$ cat src/design/wit_defs.svh
`ifndef WIT_DEFS_SVH
`define WIT_DEFS_SVH

// ***********************************************************************
// Register byte addresses
// ***********************************************************************
`define WIT_MODE_ADDR      32'h0FFFF680
`define WIT_STATUS_ADDR    32'h0FFFF684
`define WIT_CLEAR_ADDR     32'h0FFFF688
`define WIT_IRQ_EN_ADDR    32'h0FFFF68C

// ***********************************************************************
// Reset values
// ***********************************************************************
`define WIT_MODE_RESET     8'h00
`define WIT_STATUS_RESET   3'h0
`define WIT_IRQ_EN_RESET   3'h0

// ***********************************************************************
// Mode register field positions
// ***********************************************************************
`define WIT_ENABLE_BIT     0
`define WIT_START_BIT      1
`define WIT_FLAG_LSB       2
`define WIT_FLAG_MSB       3
`define WIT_EXP_LSB        4
`define WIT_EXP_MSB        6
`define WIT_SOURCE_BIT     7

// ***********************************************************************
// Event bit positions and chain taps
// ***********************************************************************
`define WIT_EV_WATCH       0
`define WIT_EV_INTERVAL    1
`define WIT_EV_COUNT       2
`define WIT_EXP_BASE       4
`define WIT_COUNTER_TAP    9
`define WIT_FLAG_SHORT_TAP 5
`define WIT_FLAG_MIN_TAP   4

`endif

$ cat src/design/wit_pkg.sv
package wit_pkg;

   // Watch flag period selection, encoded as in the mode register
   typedef enum logic [1:0] {
      WIT_FLAG_2P14 = 2'h0,
      WIT_FLAG_2P13 = 2'h1,
      WIT_FLAG_2P5  = 2'h2,
      WIT_FLAG_2P4  = 2'h3
   } wit_flag_type;

   // Watch clock source
   typedef enum logic {
      WIT_SRC_SUB_OSC = 1'b0,
      WIT_SRC_DIVIDED = 1'b1
   } wit_source_type;

endpackage

$ cat src/design/wit_chain_if.sv
interface wit_chain_if #(
   parameter int PRESC_W = 11,
   parameter int CNT_W   = 5
);
   logic               tick;
   logic               enable;
   logic               start;
   logic [PRESC_W-1:0] presc;
   logic [CNT_W-1:0]   count;

   modport ctrl  (output tick, output enable, output start, input presc, input count);
   modport chain (input tick, input enable, input start, output presc, output count);
endinterface

$ cat src/design/wit_chain.sv
`include "wit_defs.svh"

module wit_chain #(
   parameter int PRESC_W = 11,
   parameter int CNT_W   = 5
) (
   // Clock and reset
   input  wire logic   clock_in,
   input  wire logic   arst_n_in,
   // Chain control and values
   wit_chain_if.chain  chain_if
);

   logic [PRESC_W-1:0] presc_reg;
   logic [CNT_W-1:0]   count_reg;
   logic               step;

   // ***********************************************************************
   // Prescaler
   // ***********************************************************************
   always_ff @(posedge clock_in or negedge arst_n_in) begin
      if (!arst_n_in) begin
         presc_reg <= '0;
      end else if (!chain_if.enable) begin
         presc_reg <= '0;
      end else if (chain_if.tick) begin
         presc_reg <= presc_reg + PRESC_W'(1);
      end
   end

   // ***********************************************************************
   // Five-bit counter, stepped by the prescaler tap
   // ***********************************************************************
   assign step = chain_if.tick && (&presc_reg[`WIT_COUNTER_TAP-1:0]);

   always_ff @(posedge clock_in or negedge arst_n_in) begin
      if (!arst_n_in) begin
         count_reg <= '0;
      end else if (!chain_if.enable || !chain_if.start) begin
         count_reg <= '0;
      end else if (step) begin
         count_reg <= count_reg + CNT_W'(1);
      end
   end

   assign chain_if.presc = presc_reg;
   assign chain_if.count = count_reg;

endmodule

$ cat src/design/wit_top.sv
`include "wit_defs.svh"

module wit_top #(
   parameter int PRESC_W = 11,
   parameter int CNT_W   = 5
) (
   // Clock and reset
   input  wire logic        clock_in,
   input  wire logic        arst_n_in,
   // Watch clock sources
   input  wire logic        sub_osc_clk_in,
   input  wire logic        divided_clk_in,
   // APB slave
   input  wire logic [31:0] paddr_in,
   input  wire logic        psel_in,
   input  wire logic        penable_in,
   input  wire logic        pwrite_in,
   input  wire logic [31:0] pwdata_in,
   input  wire logic [3:0]  pstrb_in,
   output logic [31:0]      prdata_out,
   output logic             pready_out,
   output logic             pslverr_out,
   // Interrupts and event pulses
   output logic             irq_out,
   output logic             watch_period_irq_out,
   output logic             interval_period_irq_out
);

   // ***********************************************************************
   // Declarations
   // ***********************************************************************
   wit_chain_if #(.PRESC_W(PRESC_W), .CNT_W(CNT_W)) chain_if ();

   logic [7:0]  watch_timer_mode_reg;
   logic [2:0]  status_reg;
   logic [2:0]  status_next;
   logic [2:0]  irq_enable_reg;
   logic [31:0] prdata_reg;
   logic        pready_reg;
   logic        pslverr_reg;
   logic        irq_reg;
   logic        watch_irq_reg;
   logic        interval_irq_reg;
   logic        sub_prev_reg;
   logic        div_prev_reg;
   logic        watch_tick;
   logic        watch_hit;
   logic        interval_hit;
   logic        count_hit;
   logic        bus_setup;
   logic        bus_commit;
   logic        wr_mode;
   logic        wr_clear;
   logic        wr_irq_en;
   logic [2:0]  event_set;
   logic [2:0]  event_clear;
   logic [3:0]  interval_exp;

   wit_pkg::wit_flag_type   flag_sel;
   wit_pkg::wit_source_type src_sel;

   // ***********************************************************************
   // Helpers
   // ***********************************************************************
   // True when the low exp bits of the prescaler are all ones, so the
   // next watch clock completes a period of 2^exp.
   function automatic logic tap_hit(input logic [PRESC_W-1:0] value,
                                    input logic [3:0]         exp);
      logic [PRESC_W-1:0] mask;
      mask = PRESC_W'((32'h1 << exp) - 32'h1);
      return (value & mask) == mask;
   endfunction

   function automatic logic addr_is(input logic [31:0] addr,
                                    input logic [31:0] target);
      return addr == target;
   endfunction

   function automatic logic addr_known(input logic [31:0] addr);
      return addr_is(addr, `WIT_MODE_ADDR) || addr_is(addr, `WIT_STATUS_ADDR) ||
             addr_is(addr, `WIT_CLEAR_ADDR) || addr_is(addr, `WIT_IRQ_EN_ADDR);
   endfunction

   // ***********************************************************************
   // Mode field decode
   // ***********************************************************************
   assign src_sel      = wit_pkg::wit_source_type'(watch_timer_mode_reg[`WIT_SOURCE_BIT]);
   assign flag_sel     = wit_pkg::wit_flag_type'(
                            watch_timer_mode_reg[`WIT_FLAG_MSB:`WIT_FLAG_LSB]);
   assign interval_exp = 4'(`WIT_EXP_BASE) +
                         {1'b0, watch_timer_mode_reg[`WIT_EXP_MSB:`WIT_EXP_LSB]};

   // ***********************************************************************
   // Watch clock selection
   // ***********************************************************************
   // Both sources are sampled every cycle so a source switch while stopped
   // never produces a false edge from a stale history bit.
   always_ff @(posedge clock_in or negedge arst_n_in) begin
      if (!arst_n_in) begin
         sub_prev_reg <= 1'b0;
         div_prev_reg <= 1'b0;
      end else begin
         sub_prev_reg <= sub_osc_clk_in;
         div_prev_reg <= divided_clk_in;
      end
   end

   always_comb begin
      case (src_sel)
         wit_pkg::WIT_SRC_SUB_OSC: watch_tick = sub_osc_clk_in && !sub_prev_reg;
         wit_pkg::WIT_SRC_DIVIDED: watch_tick = divided_clk_in && !div_prev_reg;
         default:                  watch_tick = 1'b0;
      endcase
   end

   // ***********************************************************************
   // Prescaler and counter chain
   // ***********************************************************************
   assign chain_if.tick   = watch_tick;
   assign chain_if.enable = watch_timer_mode_reg[`WIT_ENABLE_BIT];
   assign chain_if.start  = watch_timer_mode_reg[`WIT_START_BIT];

   wit_chain #(
      .PRESC_W  (PRESC_W),
      .CNT_W    (CNT_W)
   ) u_chain (
      .clock_in (clock_in),
      .arst_n_in(arst_n_in),
      .chain_if (chain_if.chain)
   );

   // ***********************************************************************
   // Period detection
   // ***********************************************************************
   // Both detectors look at the shared chain in the same cycle.
   always_comb begin
      interval_hit = watch_tick && chain_if.enable &&
                     tap_hit(chain_if.presc, interval_exp);
      count_hit    = watch_tick && chain_if.enable &&
                     tap_hit(chain_if.presc, 4'(`WIT_COUNTER_TAP));
      watch_hit    = 1'b0;
      if (watch_tick && chain_if.enable && chain_if.start) begin
         case (flag_sel)
            wit_pkg::WIT_FLAG_2P14: watch_hit = count_hit && (&chain_if.count);
            wit_pkg::WIT_FLAG_2P13: watch_hit = count_hit &&
                                                (&chain_if.count[CNT_W-2:0]);
            wit_pkg::WIT_FLAG_2P5:  watch_hit = tap_hit(chain_if.presc,
                                                        4'(`WIT_FLAG_SHORT_TAP));
            wit_pkg::WIT_FLAG_2P4:  watch_hit = tap_hit(chain_if.presc,
                                                        4'(`WIT_FLAG_MIN_TAP));
            default:                watch_hit = 1'b0;
         endcase
      end
   end

   // ***********************************************************************
   // Request pulses
   // ***********************************************************************
   always_ff @(posedge clock_in or negedge arst_n_in) begin
      if (!arst_n_in) begin
         watch_irq_reg    <= 1'b0;
         interval_irq_reg <= 1'b0;
      end else begin
         watch_irq_reg    <= watch_hit;
         interval_irq_reg <= interval_hit;
      end
   end

   // ***********************************************************************
   // APB access decode
   // ***********************************************************************
   // Zero wait states: pready rises in the first access cycle, so every
   // transfer commits at its second edge.
   assign bus_setup  = psel_in && !penable_in;
   assign bus_commit = psel_in && penable_in && pready_reg;
   assign wr_mode    = bus_commit && pwrite_in && pstrb_in[0] &&
                       addr_is(paddr_in, `WIT_MODE_ADDR);
   assign wr_clear   = bus_commit && pwrite_in && pstrb_in[0] &&
                       addr_is(paddr_in, `WIT_CLEAR_ADDR);
   assign wr_irq_en  = bus_commit && pwrite_in && pstrb_in[0] &&
                       addr_is(paddr_in, `WIT_IRQ_EN_ADDR);

   always_ff @(posedge clock_in or negedge arst_n_in) begin
      if (!arst_n_in) begin
         pready_reg  <= 1'b0;
         pslverr_reg <= 1'b0;
      end else begin
         pready_reg  <= bus_setup;
         pslverr_reg <= bus_setup && !addr_known(paddr_in);
      end
   end

   // ***********************************************************************
   // Mode register
   // ***********************************************************************
   // Bit writes by software arrive as whole-byte read-modify-write, so a
   // single byte lane covers both access widths. No lockout on bits 7:2:
   // software keeps them still while the timer runs.
   always_ff @(posedge clock_in or negedge arst_n_in) begin
      if (!arst_n_in) begin
         watch_timer_mode_reg <= `WIT_MODE_RESET;
      end else if (wr_mode) begin
         watch_timer_mode_reg <= pwdata_in[7:0];
      end
   end

   // ***********************************************************************
   // Interrupt status, clear and enable
   // ***********************************************************************
   assign event_set   = {count_hit && chain_if.start, interval_hit, watch_hit};
   assign event_clear = wr_clear ? pwdata_in[2:0] : 3'h0;

   // A new event in the clearing cycle stays set.
   assign status_next = (status_reg & ~event_clear) | event_set;

   always_ff @(posedge clock_in or negedge arst_n_in) begin
      if (!arst_n_in) begin
         status_reg <= `WIT_STATUS_RESET;
      end else begin
         status_reg <= status_next;
      end
   end

   always_ff @(posedge clock_in or negedge arst_n_in) begin
      if (!arst_n_in) begin
         irq_enable_reg <= `WIT_IRQ_EN_RESET;
      end else if (wr_irq_en) begin
         irq_enable_reg <= pwdata_in[2:0];
      end
   end

   always_ff @(posedge clock_in or negedge arst_n_in) begin
      if (!arst_n_in) begin
         irq_reg <= 1'b0;
      end else begin
         irq_reg <= |(status_next & irq_enable_reg);
      end
   end

   // ***********************************************************************
   // Read data
   // ***********************************************************************
   // Read data is latched in the setup cycle; the clear register reads zero.
   always_ff @(posedge clock_in or negedge arst_n_in) begin
      if (!arst_n_in) begin
         prdata_reg <= 32'h0;
      end else if (bus_setup && !pwrite_in) begin
         if (addr_is(paddr_in, `WIT_MODE_ADDR)) begin
            prdata_reg <= {24'h0, watch_timer_mode_reg};
         end else if (addr_is(paddr_in, `WIT_STATUS_ADDR)) begin
            prdata_reg <= {29'h0, status_reg};
         end else if (addr_is(paddr_in, `WIT_IRQ_EN_ADDR)) begin
            prdata_reg <= {29'h0, irq_enable_reg};
         end else begin
            prdata_reg <= 32'h0;
         end
      end
   end

   // ***********************************************************************
   // Outputs
   // ***********************************************************************
   assign prdata_out              = prdata_reg;
   assign pready_out              = pready_reg;
   assign pslverr_out             = pslverr_reg;
   assign irq_out                 = irq_reg;
   assign watch_period_irq_out    = watch_irq_reg;
   assign interval_period_irq_out = interval_irq_reg;

endmodule

$ cat config.mk
export PLATFORM = sky130hd
export DESIGN_NAME = wit_top
export DESIGN_NICKNAME = d
export VERILOG_FILES = /design/src/design/wit_pkg.sv /design/src/design/wit_chain_if.sv /design/src/design/wit_chain.sv /design/src/design/wit_top.sv
export VERILOG_INCLUDE_DIRS = /design/src /design/src/design
export SDC_FILE = /design/constraint.sdc
export NUM_CORES = 1
export LEC_CHECK = 0
export ABC_AREA = 1
export BUFFER_PORTS_ARGS = -buffer_cell sky130_fd_sc_hd__buf_4
export CAP_MARGIN = 20
export CORE_AREA = 2 2 79 81
export CTS_CLUSTER_SIZE = 40
export DETAILED_ROUTE_END_ITERATION = 16
export DIE_AREA = 0 0 81 83
export GPL_TIMING_DRIVEN = 0
export PLACE_DENSITY = 0.79
export REMOVE_ABC_BUFFERS = 1
export SYNTH_ARGS = -nofsm -noshare
export SYNTH_HDL_FRONTEND = slang
export SYNTH_HIERARCHICAL = 1
export SYNTH_SLANG_ARGS = --single-unit
export TNS_END_PERCENT = 20
$ cat constraint.sdc
create_clock -name clock_in -period 1.7 [get_ports clock_in]
set_clock_uncertainty 0.05 [all_clocks]
set_input_delay 0.17 -clock clock_in [delete_from_list [all_inputs] [get_ports clock_in]]
set_output_delay 0.17 -clock clock_in [all_outputs]
set_load 0.1 [all_outputs]
==> metrics.txt, run 1 <==
status=completed; Via density=4.79; via count=2407; leakage=1.71 nW; max FFs per register=11; global-route wire length before repair=9.95 mm; WP data required=1.84 ns; Area Growth Syn to Fin=21.5%; hold slack final=0.0604 ns; CTS H-Tree Depth=2; Final Net Count=505; Critical Path Fanout Max=5; Fill cells=524; Synth Flop Type=dfrtp_1; Final Power=2.14 mW; RSZ-0062 raised after global routing=true; synthesis-stage register bit count=45; drt wl/cell=11.6 um; clock sinks=45; Sw Pwr=683 uW; WL final=5.85 mm; CP cell instances=ha_4, nand3_2, nor3_2, ha_2, nand2_4, nand2_2, and3_1, nor3_2; fin util=0.587; Residual DRC=0; CTS tree=yes; Hold Path Class=primary input to flop; DP HPWL=4.33 mm; sequential share of the synthesized area=0.401; internal power=1.46 mW; clock power share=0.299; Clk pin slew, worst setup/hold paths=0.08 ns; Post-Syn Area per Cell=7.86 um^2; Initial Util=0.483; area of the multi-input gates=0.00141 mm^2; initial antenna violation count=0; sw frac=0.319; Max Clock Freq=0.605 GHz; PwrDens=627 mW/mm^2; synth unique cells=40; die height=83 um; cell with the most instances after synthesis=nand2_1; Async S/R FF share, synth=1.00; critical path class=flop to flop; core area=0.00582 mm^2; CTS Buffer Depth=2; Cells after Synth=357; vias in the first global route=2308; Arrival @ worst endpoint=1.79 ns; Post-synth EDFFs=0; all-layer global routing usage=0.183; layout cells sized above 1=0.297; Max transition margin=0.626; Startpoint Class=flop; Worst Setup End Kind=flop; slowest library cell on the worst path=dfrtp_1; Worst path most repeated cell=nor3_2; Synthesis Warnings=6; maximum number of pins on one net before global-route repair=46; Max Transition Viols Final=0; Synth top cells by count=nand2_1, dfrtp_1, inv_1; Antenna Cells=0; Synth area leader=dfrtp_1; clk_lat worst skew=0.30 ns; cts bufs inserted=5; period utilization=0.972; max-cap viol count=0; fin crit period=1.65 ns; 1st-iter DRT viols=86; Mapped Area=0.00281 mm^2; sequential standard cell area=0.00113 mm^2; Row Count=28; Final setup viols=0; grt total ovfl=0; drt pass-1 iters=4; chip width=81 um; GPL Wtd Cong=0.857; Worst Max-Slew Pin Slew=0.562 ns; delay of the slowest critical-path stage=0.43 ns; final hold vios=0; main area contributors after synthesis=dfrtp_1, nand2_1, buf_4, inv_1, nand3_1; sequential power share=0.503; Routed Antenna Nets=0; area share of the leading cell type in the synthesized netlist=0.401; Die Footprint=0.00672 mm^2; combinational share of power=0.198; Max IR drop VDD=0.000314 V; Root Driver=clkbuf_8; IO Port Bufs=60; I/O pin cnt=112
-- per-layer routing --
layer	wire length [um]	share of wire	GRT usage	up-vias
li1	-	-	-	1234
met1	2530	0.43	0.230	1099
met2	2980	0.51	0.319	66
met3	265	0.045	0.0326	8
met4	78	0.013	0.0508	0
met5	0	0	0	-
-- logic make-up (layout without fill, tap and decap cells) --
group	Yosys count	count (layout)	synth area share
xor gates and xnor gates	1	1	0.00312
and+or+nand+nor	199	199	0.360
other	1	24	0.00134
DFF	45	45	0.401
AOI/OAI and AO/OA	34	34	0.0793
adders and majority gates	3	3	0.0134
buffers and inverters	74	122	0.142
-- cell type report --
type                       count  area share
clock buffer                   6      0.0213
sequential                    45       0.330
clock inverter                 2     0.00293
timing repair buffer          69       0.155
multi-input combinational    261       0.413
inverter                      45      0.0506
tap                           75      0.0275
-- layout by cell type (no fill, tap or decap), types with 6 or more instances in the layout --
cell	count
nand2_1	91
buf_4	65
dfrtp_1	44
inv_1	36
nor2_1	27
nand3_1	26
conb_1	24
nand4_1	12
nor2_2	8
nand2_2	8
o21ai_2	8
a21oi_1	7
o21ai_1	6
-- power by group through the flow --
stage / logic [mW] / clock network [mW] / registers [mW]
floorplan: 0.275 / 0 / 1.11
global placement: 0.410 / 0 / 1.10
detailed placement: 0.413 / 0 / 1.10
CTS: 0.422 / 0.654 / 1.08
global route: 0.449 / 0.698 / 1.08
finish: 0.424 / 0.640 / 1.08
-- critical path, delay by kind of cell (launching register included) --
family	cells	cell delay, ns
fa+ha+maj	2	0.39
flops	1	0.43
simple gates	6	0.67
-- final timing paths --
check	endpoint	slack (ns)	cells past startpoint	from
setup / recovery	u_chain/chain_if.count[2]$_DFFE_PN0P_	0.05	8	u_chain/chain_if.presc[1]$_DFFE_PN0P_
hold / removal	watch_timer_mode_reg[5]$_DFFE_PN0P_	0.06	3	pwdata_in[5]
setup reg to reg	u_chain/chain_if.count[2]$_DFFE_PN0P_	0.05	8	u_chain/chain_if.presc[1]$_DFFE_PN0P_
hold reg to reg	prdata_out[2]$_DFFE_PN0P_	0.43	2	prdata_out[2]$_DFFE_PN0P_
max in group asynchronous	watch_timer_mode_reg[0]$_DFFE_PN0P_	0.83	2	arst_n_in
min in group asynchronous	u_chain/chain_if.presc[10]$_DFFE_PN0P_	0.35	2	arst_n_in
-- through the flow --
| stage | TNS (ns) | instances | setup WS [ns] | area [um^2] |
|---|---|---|---|---|
| CTS | -0.00645 | 499 | -0.00645 | 3350 |
| global placement | -0.416 | 486 | -0.190 | 3210 |
| global route | -0.183 | 503 | -0.0820 | 3410 |
| floorplan | -1.97 | 351 | -0.204 | 2670 |
| finish | 0 | 503 | 0.0483 | 3410 |
| detailed placement | -0.538 | 486 | -0.208 | 3210 |
-- what timing repair did --
item,in CTS,in global routing
hold endpoints to repair,48,0
endpoints found under the setup margin,8,7
pin swaps,0,3
resized for setup,2,7
setup buffers,1,4
cloned,0,0
hold buffers,4,0
Power figures use the tool's default switching activity.
==> run 2: changes to the inputs <==
Settings changed: BUFFER_PORTS_ARGS -buffer_cell sky130_fd_sc_hd__buf_4 to unset, CORE_AREA 2 2 79 81 to 2 2 71 73, DIE_AREA 0 0 81 83 to 0 0 73 75, DONT_BUFFER_PORTS set to 1, MAX_ROUTING_LAYER set to met4, PLACE_DENSITY 0.79 to 0.76.
==> run 2 against run 1 <==
Against the previous run:
- power fell by 1.4%
- sequential power barely moved
- the flow now finishes with violations (hold timing, setup timing)
- sequential share of layout area rose by 3.1 points
- wire length fell by 2.2%
==> metrics.txt, run 2 (synthesis gave the netlist of run 1 again) <==
dpl cells=405 (-17%); non-filler cells, final=435 (-14%); most frequent cells in the layout=nand2_1, dfrtp_1, inv_1; CTS tree=yes; Clk pin slew, worst setup/hold paths=0.09 ns (about the same); hold slack final=-0.000725 ns (-0.0611 ns); worst hold stages=2 (-1); chip width=73 um (-9.9%); setup ws final=-0.00579 ns (-0.0541 ns); core area=0.00466 mm^2 (-20%); sw frac=0.315 (-0.00473); grt total ovfl=0 (unchanged); Startpoint Class=flop; maximum number of pins on one net before global-route repair=46 (unchanged); vias in the first global route=2160 (-6.4%); clock power share=0.318 (+0.019); global-route wire length before repair=9.28 mm (-6.7%); Max transition margin=0.396 (-0.229); clock sinks=45 (unchanged); Row Count=25 (-11%); IO Port Bufs=0 (-100%); R2R depth=8 (unchanged); CTS H-Tree Depth=2 (unchanged); layout cells sized above 1=0.207 (-0.0894); final hold vios=1 (+1); commonest non-fill, non-tap cell in the layout=nand2_1; CTS Buffer Depth=2 (unchanged); clk_lat worst skew=0.30 ns (about the same); DP HPWL=3.90 mm (-9.8%); Max Transition Viols Final=0 (unchanged); initial antenna violation count=0 (unchanged); I/O pin cnt=112 (unchanged); critical path class=flop to flop; drt wl/cell=13.2 um (+13%); failing checks=hold timing, setup timing; combinational share of power=0.162 (-0.036); Initial Util=0.602 (+0.120); Antenna Cells=0 (unchanged); r2r endpoint=u_chain/chain_if.count[2]$_DFFE_PN0P_; Critical R2R Launch=u_chain/chain_if.presc[1]$_DFFE_PN0P_; period utilization=1.00 (+0.0318); Arrival @ worst endpoint=1.84 ns (+0.05 ns); Hold Path Class=primary input to flop; Final setup viols=1 (+1); Critical Path Fanout Max=5 (unchanged); cell area after layout=0.00313 mm^2 (-8.1%); Worst Setup End Kind=flop; die height=75 um (-9.6%); Sw Pwr=664 uW (-2.9%); drt pass-1 iters=4 (unchanged); Residual DRC=0 (unchanged); Die Footprint=0.00548 mm^2 (-19%); Max Clock Freq=0.586 GHz (-3.2%); Worst Hold Path EP=irq_enable_reg[1]$_DFFE_PN0P_; sequential power share=0.519 (+0.016); 1st-iter DRT viols=117 (+36%); Max IR drop VDD=0.000369 V (+17%); Root Driver=clkbuf_8; reg-to-reg slack, setup=-0.006 ns (-0.05 ns); leakage=1.49 nW (-13%); RSZ-0062 raised after global routing=true; HP Start=pwdata_in[1]; status=finished with violations; WL final=5.73 mm (-2.2%); GPL Wtd Cong=0.859 (+0.18%); internal power=1.44 mW (-0.72%); all-layer global routing usage=0.223 (+0.0401); max-cap viol count=0 (unchanged); PwrDens=673 mW/mm^2 (+7.3%); Worst Max-Slew Pin Slew=0.905 ns (+0.344 ns); DP Area=0.00274 mm^2 (-15%); Routed Antenna Nets=0 (unchanged); fin crit period=1.71 ns (+0.0541 ns); Final Net Count=459 (-9.1%); cts bufs inserted=5 (unchanged); Via density=5.33 (+11%); WP data required=1.83 ns (about the same); max FFs per register=11 (unchanged); Area Growth Syn to Fin=11.6%; via count=2320 (-3.6%)
==> run 2: cell types whose count changed in the layout (fill, tap and decap cells not counted), sizes merged <==
cell         delta
buf            -54
clkinv          -2
clkbuf          +1
dlygate4sd3     +8
==> run 2: power groups by stage <==
stage | Sequential (mW) | Clock, mW | Combinational, mW
after floorplan | 1.11 | 0 | 0.275
after global placement | 1.12 | 0 | 0.281
after detailed placement | 1.12 | 0 | 0.282
after CTS | 1.09 | 0.682 | 0.335
after global routing | 1.10 | 0.714 | 0.360
final | 1.09 | 0.671 | 0.342
==> run 2: final cells by class <==
class | count | area, um^2
timing repair buffer | 23 | 223
multi-input combinational | 261 | 1450
tap | 54 | 67.6
sequential | 45 | 1130
clock buffer | 7 | 86.3
fill | 382 | 1530
inverter | 45 | 173
==> run 2: worst max-delay path by stage <==
stage / startpoint / to / slack [ns] / cells after the start
floorplan: pready_out$_DFF_PN0_ / watch_timer_mode_reg[0]$_DFFE_PN0P_ / -0.20 / 5
global placement: pready_out$_DFF_PN0_ / watch_timer_mode_reg[7]$_DFFE_PN0P_ / -0.34 / 5
detailed placement: pready_out$_DFF_PN0_ / watch_timer_mode_reg[4]$_DFFE_PN0P_ / -0.35 / 5
CTS: u_chain/chain_if.presc[1]$_DFFE_PN0P_ / u_chain/chain_if.count[2]$_DFFE_PN0P_ / -0.04 / 8
global route: u_chain/chain_if.presc[1]$_DFFE_PN0P_ / u_chain/chain_if.count[0]$_DFFE_PN0P_ / -0.07 / 8
finish: u_chain/chain_if.presc[1]$_DFFE_PN0P_ / u_chain/chain_if.count[2]$_DFFE_PN0P_ / -0.006 / 8
==> run 2: metal layers <==
layer | global-route usage | share of wire | vias to the layer above
met4 | 0.0802 | 0.014 | 0
met5 | - | 0 | -
met1 | 0.281 | 0.44 | 1084
met2 | 0.360 | 0.49 | 83
met3 | 0.0428 | 0.049 | 9
li1 | - | - | 1144
==> run 2: repair_timing <==
action,in CTS,in global routing
gates resized for setup,7,15
endpoints found under the setup margin,23,14
pin swaps,0,10
hold endpoints to repair,57,0
hold buffers,13,0
setup buffers,0,10
==> run 2: critical path, stage by stage, from the launching register on <==
cell,delay [ns]
dfrtp_1,0.42
ha_4,0.18
nand3_4,0.09
nor3_4,0.23
ha_2,0.23
nand2_4,0.09
nand2_4,0.09
and3_4,0.17
nor3_2,0.04
==> run 2: per-stage QoR <==
step	power, mW	utilization	worst slack, ns	setup TNS, ns	hold slack (ns)
after global routing	2.17	0.672	-0.0731	-0.253	0.00296
after CTS	2.11	0.642	-0.0369	-0.0376	0.00587
final	2.11	0.672	-0.00579	-0.00579	-0.000725
after global placement	1.40	0.587	-0.338	-4.10	-0.175
after detailed placement	1.40	0.587	-0.345	-4.39	-0.175
after floorplan	1.39	-	-0.204	-1.97	-0.176
==> run 3: changes to the inputs <==
--- a/config.mk
+++ b/config.mk
@@ -18,4 +18,5 @@
 export PLACE_DENSITY = 0.76
 export REMOVE_ABC_BUFFERS = 1
+export SETUP_SLACK_MARGIN = 0.02
 export SYNTH_ARGS = -nofsm -noshare
 export SYNTH_HDL_FRONTEND = slang
==> constraint.sdc (replaced) <==
create_clock -name clock_in -period 1.7 [get_ports clock_in]
set_clock_uncertainty 0.05 [all_clocks]
set_input_delay 0.085 -clock clock_in [delete_from_list [all_inputs] [get_ports clock_in]]
set_output_delay 0.085 -clock clock_in [all_outputs]
set_load 0.1 [all_outputs]
==> run 3 against run 2 <==
Against the previous run:
- the run now ends clean
- wire length up 0.52%
- flip-flop and latch count stayed put
- critical path depth unchanged
- critical path type unchanged
- largest power group unchanged
==> metrics.txt, run 3 (synthesis gave the netlist of run 1 again) <==
status=completed; DR WL met2=2.83 mm (about the same); cell area after layout=0.00315 mm^2 (+0.64%); vias in the first global route=2160 (unchanged); WP data required=1.84 ns (about the same); all-layer global routing usage=0.225 (+0.00147); Startpoint Class=flop; PwrDens=672 mW/mm^2 (about the same); met3 wire length=315 um (+11%); r2r endpoint=u_chain/chain_if.count[2]$_DFFE_PN0P_; Final Net Count=461 (+0.44%); via count=2344 (+1.0%); commonest non-fill, non-tap cell in the layout=nand2_1; Residual DRC=0 (unchanged); drt wl/cell=13.2 um (about the same); hold slack final=0.0716 ns (+0.0723 ns); Place WS=-0.345 ns (unchanged); fin crit period=1.67 ns (-0.0318 ns); period utilization=0.985 (-0.0187); fin util=0.677 (+0.00430); GPL Wtd Cong=0.859 (unchanged); Area Growth Syn to Fin=12.3%; Die Footprint=0.00548 mm^2 (unchanged); max-cap viol count=0 (unchanged); 1st-iter DRT viols=127 (+8.5%); I/O pin cnt=112 (unchanged); Max Clock Freq=0.597 GHz (+1.9%); die height=75 um (unchanged); drt pass-1 iters=4 (unchanged); sequential power share=0.516 (-0.003); Worst Max-Slew Pin Slew=0.905 ns (+0.0000615 ns); Root Driver=clkbuf_8; sw frac=0.317 (+0.00220); cts bufs inserted=5 (unchanged); layout cells sized above 1=0.206 (-0.00108); dpl cells=405 (unchanged); leakage=1.50 nW (+0.47%); area of the multi-input gates=0.00145 mm^2 (unchanged); reg-to-reg slack, setup=0.03 ns (+0.03 ns); CTS Buffer Depth=2 (unchanged); setup ws final=0.0260 ns (+0.0318 ns); Initial Util=0.602 (unchanged); CTS H-Tree Depth=2 (unchanged); Antenna Cells=0 (unchanged); most frequent cells in the layout=nand2_1, dfrtp_1, inv_1; Hold Path Class=primary input to flop; initial antenna violation count=0 (unchanged); highest metal used=met4; Max Transition Viols Final=0 (unchanged); clk_lat worst skew=0.30 ns (about the same); clock power share=0.320 (+0.002); DP HPWL=3.90 mm (unchanged); core area=0.00466 mm^2 (unchanged); sequential standard cell area=0.00113 mm^2 (unchanged); wl on met1=2.55 mm (+0.59%); Via density=5.36 (+0.57%); IO Port Bufs=0 (unchanged); Clk pin slew, worst setup/hold paths=0.09 ns (about the same); DP Area=0.00274 mm^2 (unchanged); maximum number of pins on one net before global-route repair=46 (unchanged); non-filler cells, final=437 (+0.46%); Worst Hold Path EP=irq_enable_reg[1]$_DFFE_PN0P_; Worst Setup End Kind=flop; R2R depth=8 (unchanged); Final setup viols=0 (-1); chip width=73 um (unchanged); Sw Pwr=672 uW (+1.2%); WL final=5.76 mm (+0.52%); final hold vios=0 (-1); Critical Path Fanout Max=5 (unchanged); clock sinks=45 (unchanged); Max transition margin=0.396 (about the same); Routed Antenna Nets=0 (unchanged); global-route wire length before repair=9.36 mm (+0.89%); Arrival @ worst endpoint=1.81 ns (-0.03 ns); HP Start=pstrb_in[0]; combinational share of power=0.164 (+0.002); Final Power=2.12 mW (+0.54%); Critical R2R Launch=u_chain/chain_if.presc[1]$_DFFE_PN0P_; CTS tree=yes; Fill cells=382 (unchanged); grt total ovfl=0 (unchanged); worst hold stages=4 (+2); RSZ-0062 raised after global routing=true; critical path class=flop to flop; max FFs per register=11 (unchanged); final total negative setup slack=0 ns (+0.00579 ns); internal power=1.45 mW (+0.22%); Max IR drop VDD=0.000380 V (+3.2%); Row Count=25 (unchanged)
## run 3: cell types whose count changed in the layout (fill, tap and decap cells not counted)
cell | before | now
dlygate4sd3_1 | 12 | 14
## run 3: power groups by stage
stage               combinational, mW  clock, mW  sequential [mW]
floorplan                       0.275          0             1.11
global route                    0.366      0.710             1.09
global placement                0.281          0             1.12
CTS                             0.340      0.682             1.09
finish                          0.348      0.677             1.09
detailed placement              0.282          0             1.12
## run 3: critical path, cell delays in order, from the launching register on
cell	delay, ns
dfrtp_1	0.42
ha_4	0.18
nand3_4	0.09
nor3_4	0.21
ha_2	0.22
nand2_4	0.09
nand2_4	0.09
and3_4	0.18
nor3_2	0.04
## run 3: how the worst max path moves through the flow
| stage | from | to | slack (ns) | depth (start not counted) |
|---|---|---|---|---|
| after floorplan | pready_out$_DFF_PN0_ | watch_timer_mode_reg[0]$_DFFE_PN0P_ | -0.20 | 5 |
| after global placement | pready_out$_DFF_PN0_ | watch_timer_mode_reg[7]$_DFFE_PN0P_ | -0.34 | 5 |
| after detailed placement | pready_out$_DFF_PN0_ | watch_timer_mode_reg[4]$_DFFE_PN0P_ | -0.35 | 5 |
| after CTS | u_chain/chain_if.presc[1]$_DFFE_PN0P_ | u_chain/chain_if.count[2]$_DFFE_PN0P_ | -0.04 | 8 |
| after global routing | u_chain/chain_if.presc[1]$_DFFE_PN0P_ | u_chain/chain_if.count[0]$_DFFE_PN0P_ | -0.08 | 8 |
| final | u_chain/chain_if.presc[1]$_DFFE_PN0P_ | u_chain/chain_if.count[2]$_DFFE_PN0P_ | 0.03 | 8 |
## run 3: final cells by class
| cell class | instances | share of cell area |
|---|---|---|
| inverter | 45 | 0.0547 |
| sequential | 45 | 0.359 |
| timing repair buffer | 25 | 0.0770 |
| tap | 54 | 0.0214 |
| multi-input combinational | 261 | 0.460 |
| clock buffer | 7 | 0.0274 |
## run 3: metal layers
layer  vias to the layer above  track usage
met3                         7       0.0442
met2                        97        0.366
li1                       1150            -
met4                         0       0.0720
met5                         -            -
met1                      1090        0.283
## run 3: what timing repair did
action,4_1_cts,5_1_grt
setup buffers,0,10
pin swaps,0,10
setup endpoints to repair,24,16
endpoints found under the hold margin,67,0
hold buffers,15,0
gates resized for setup,7,15
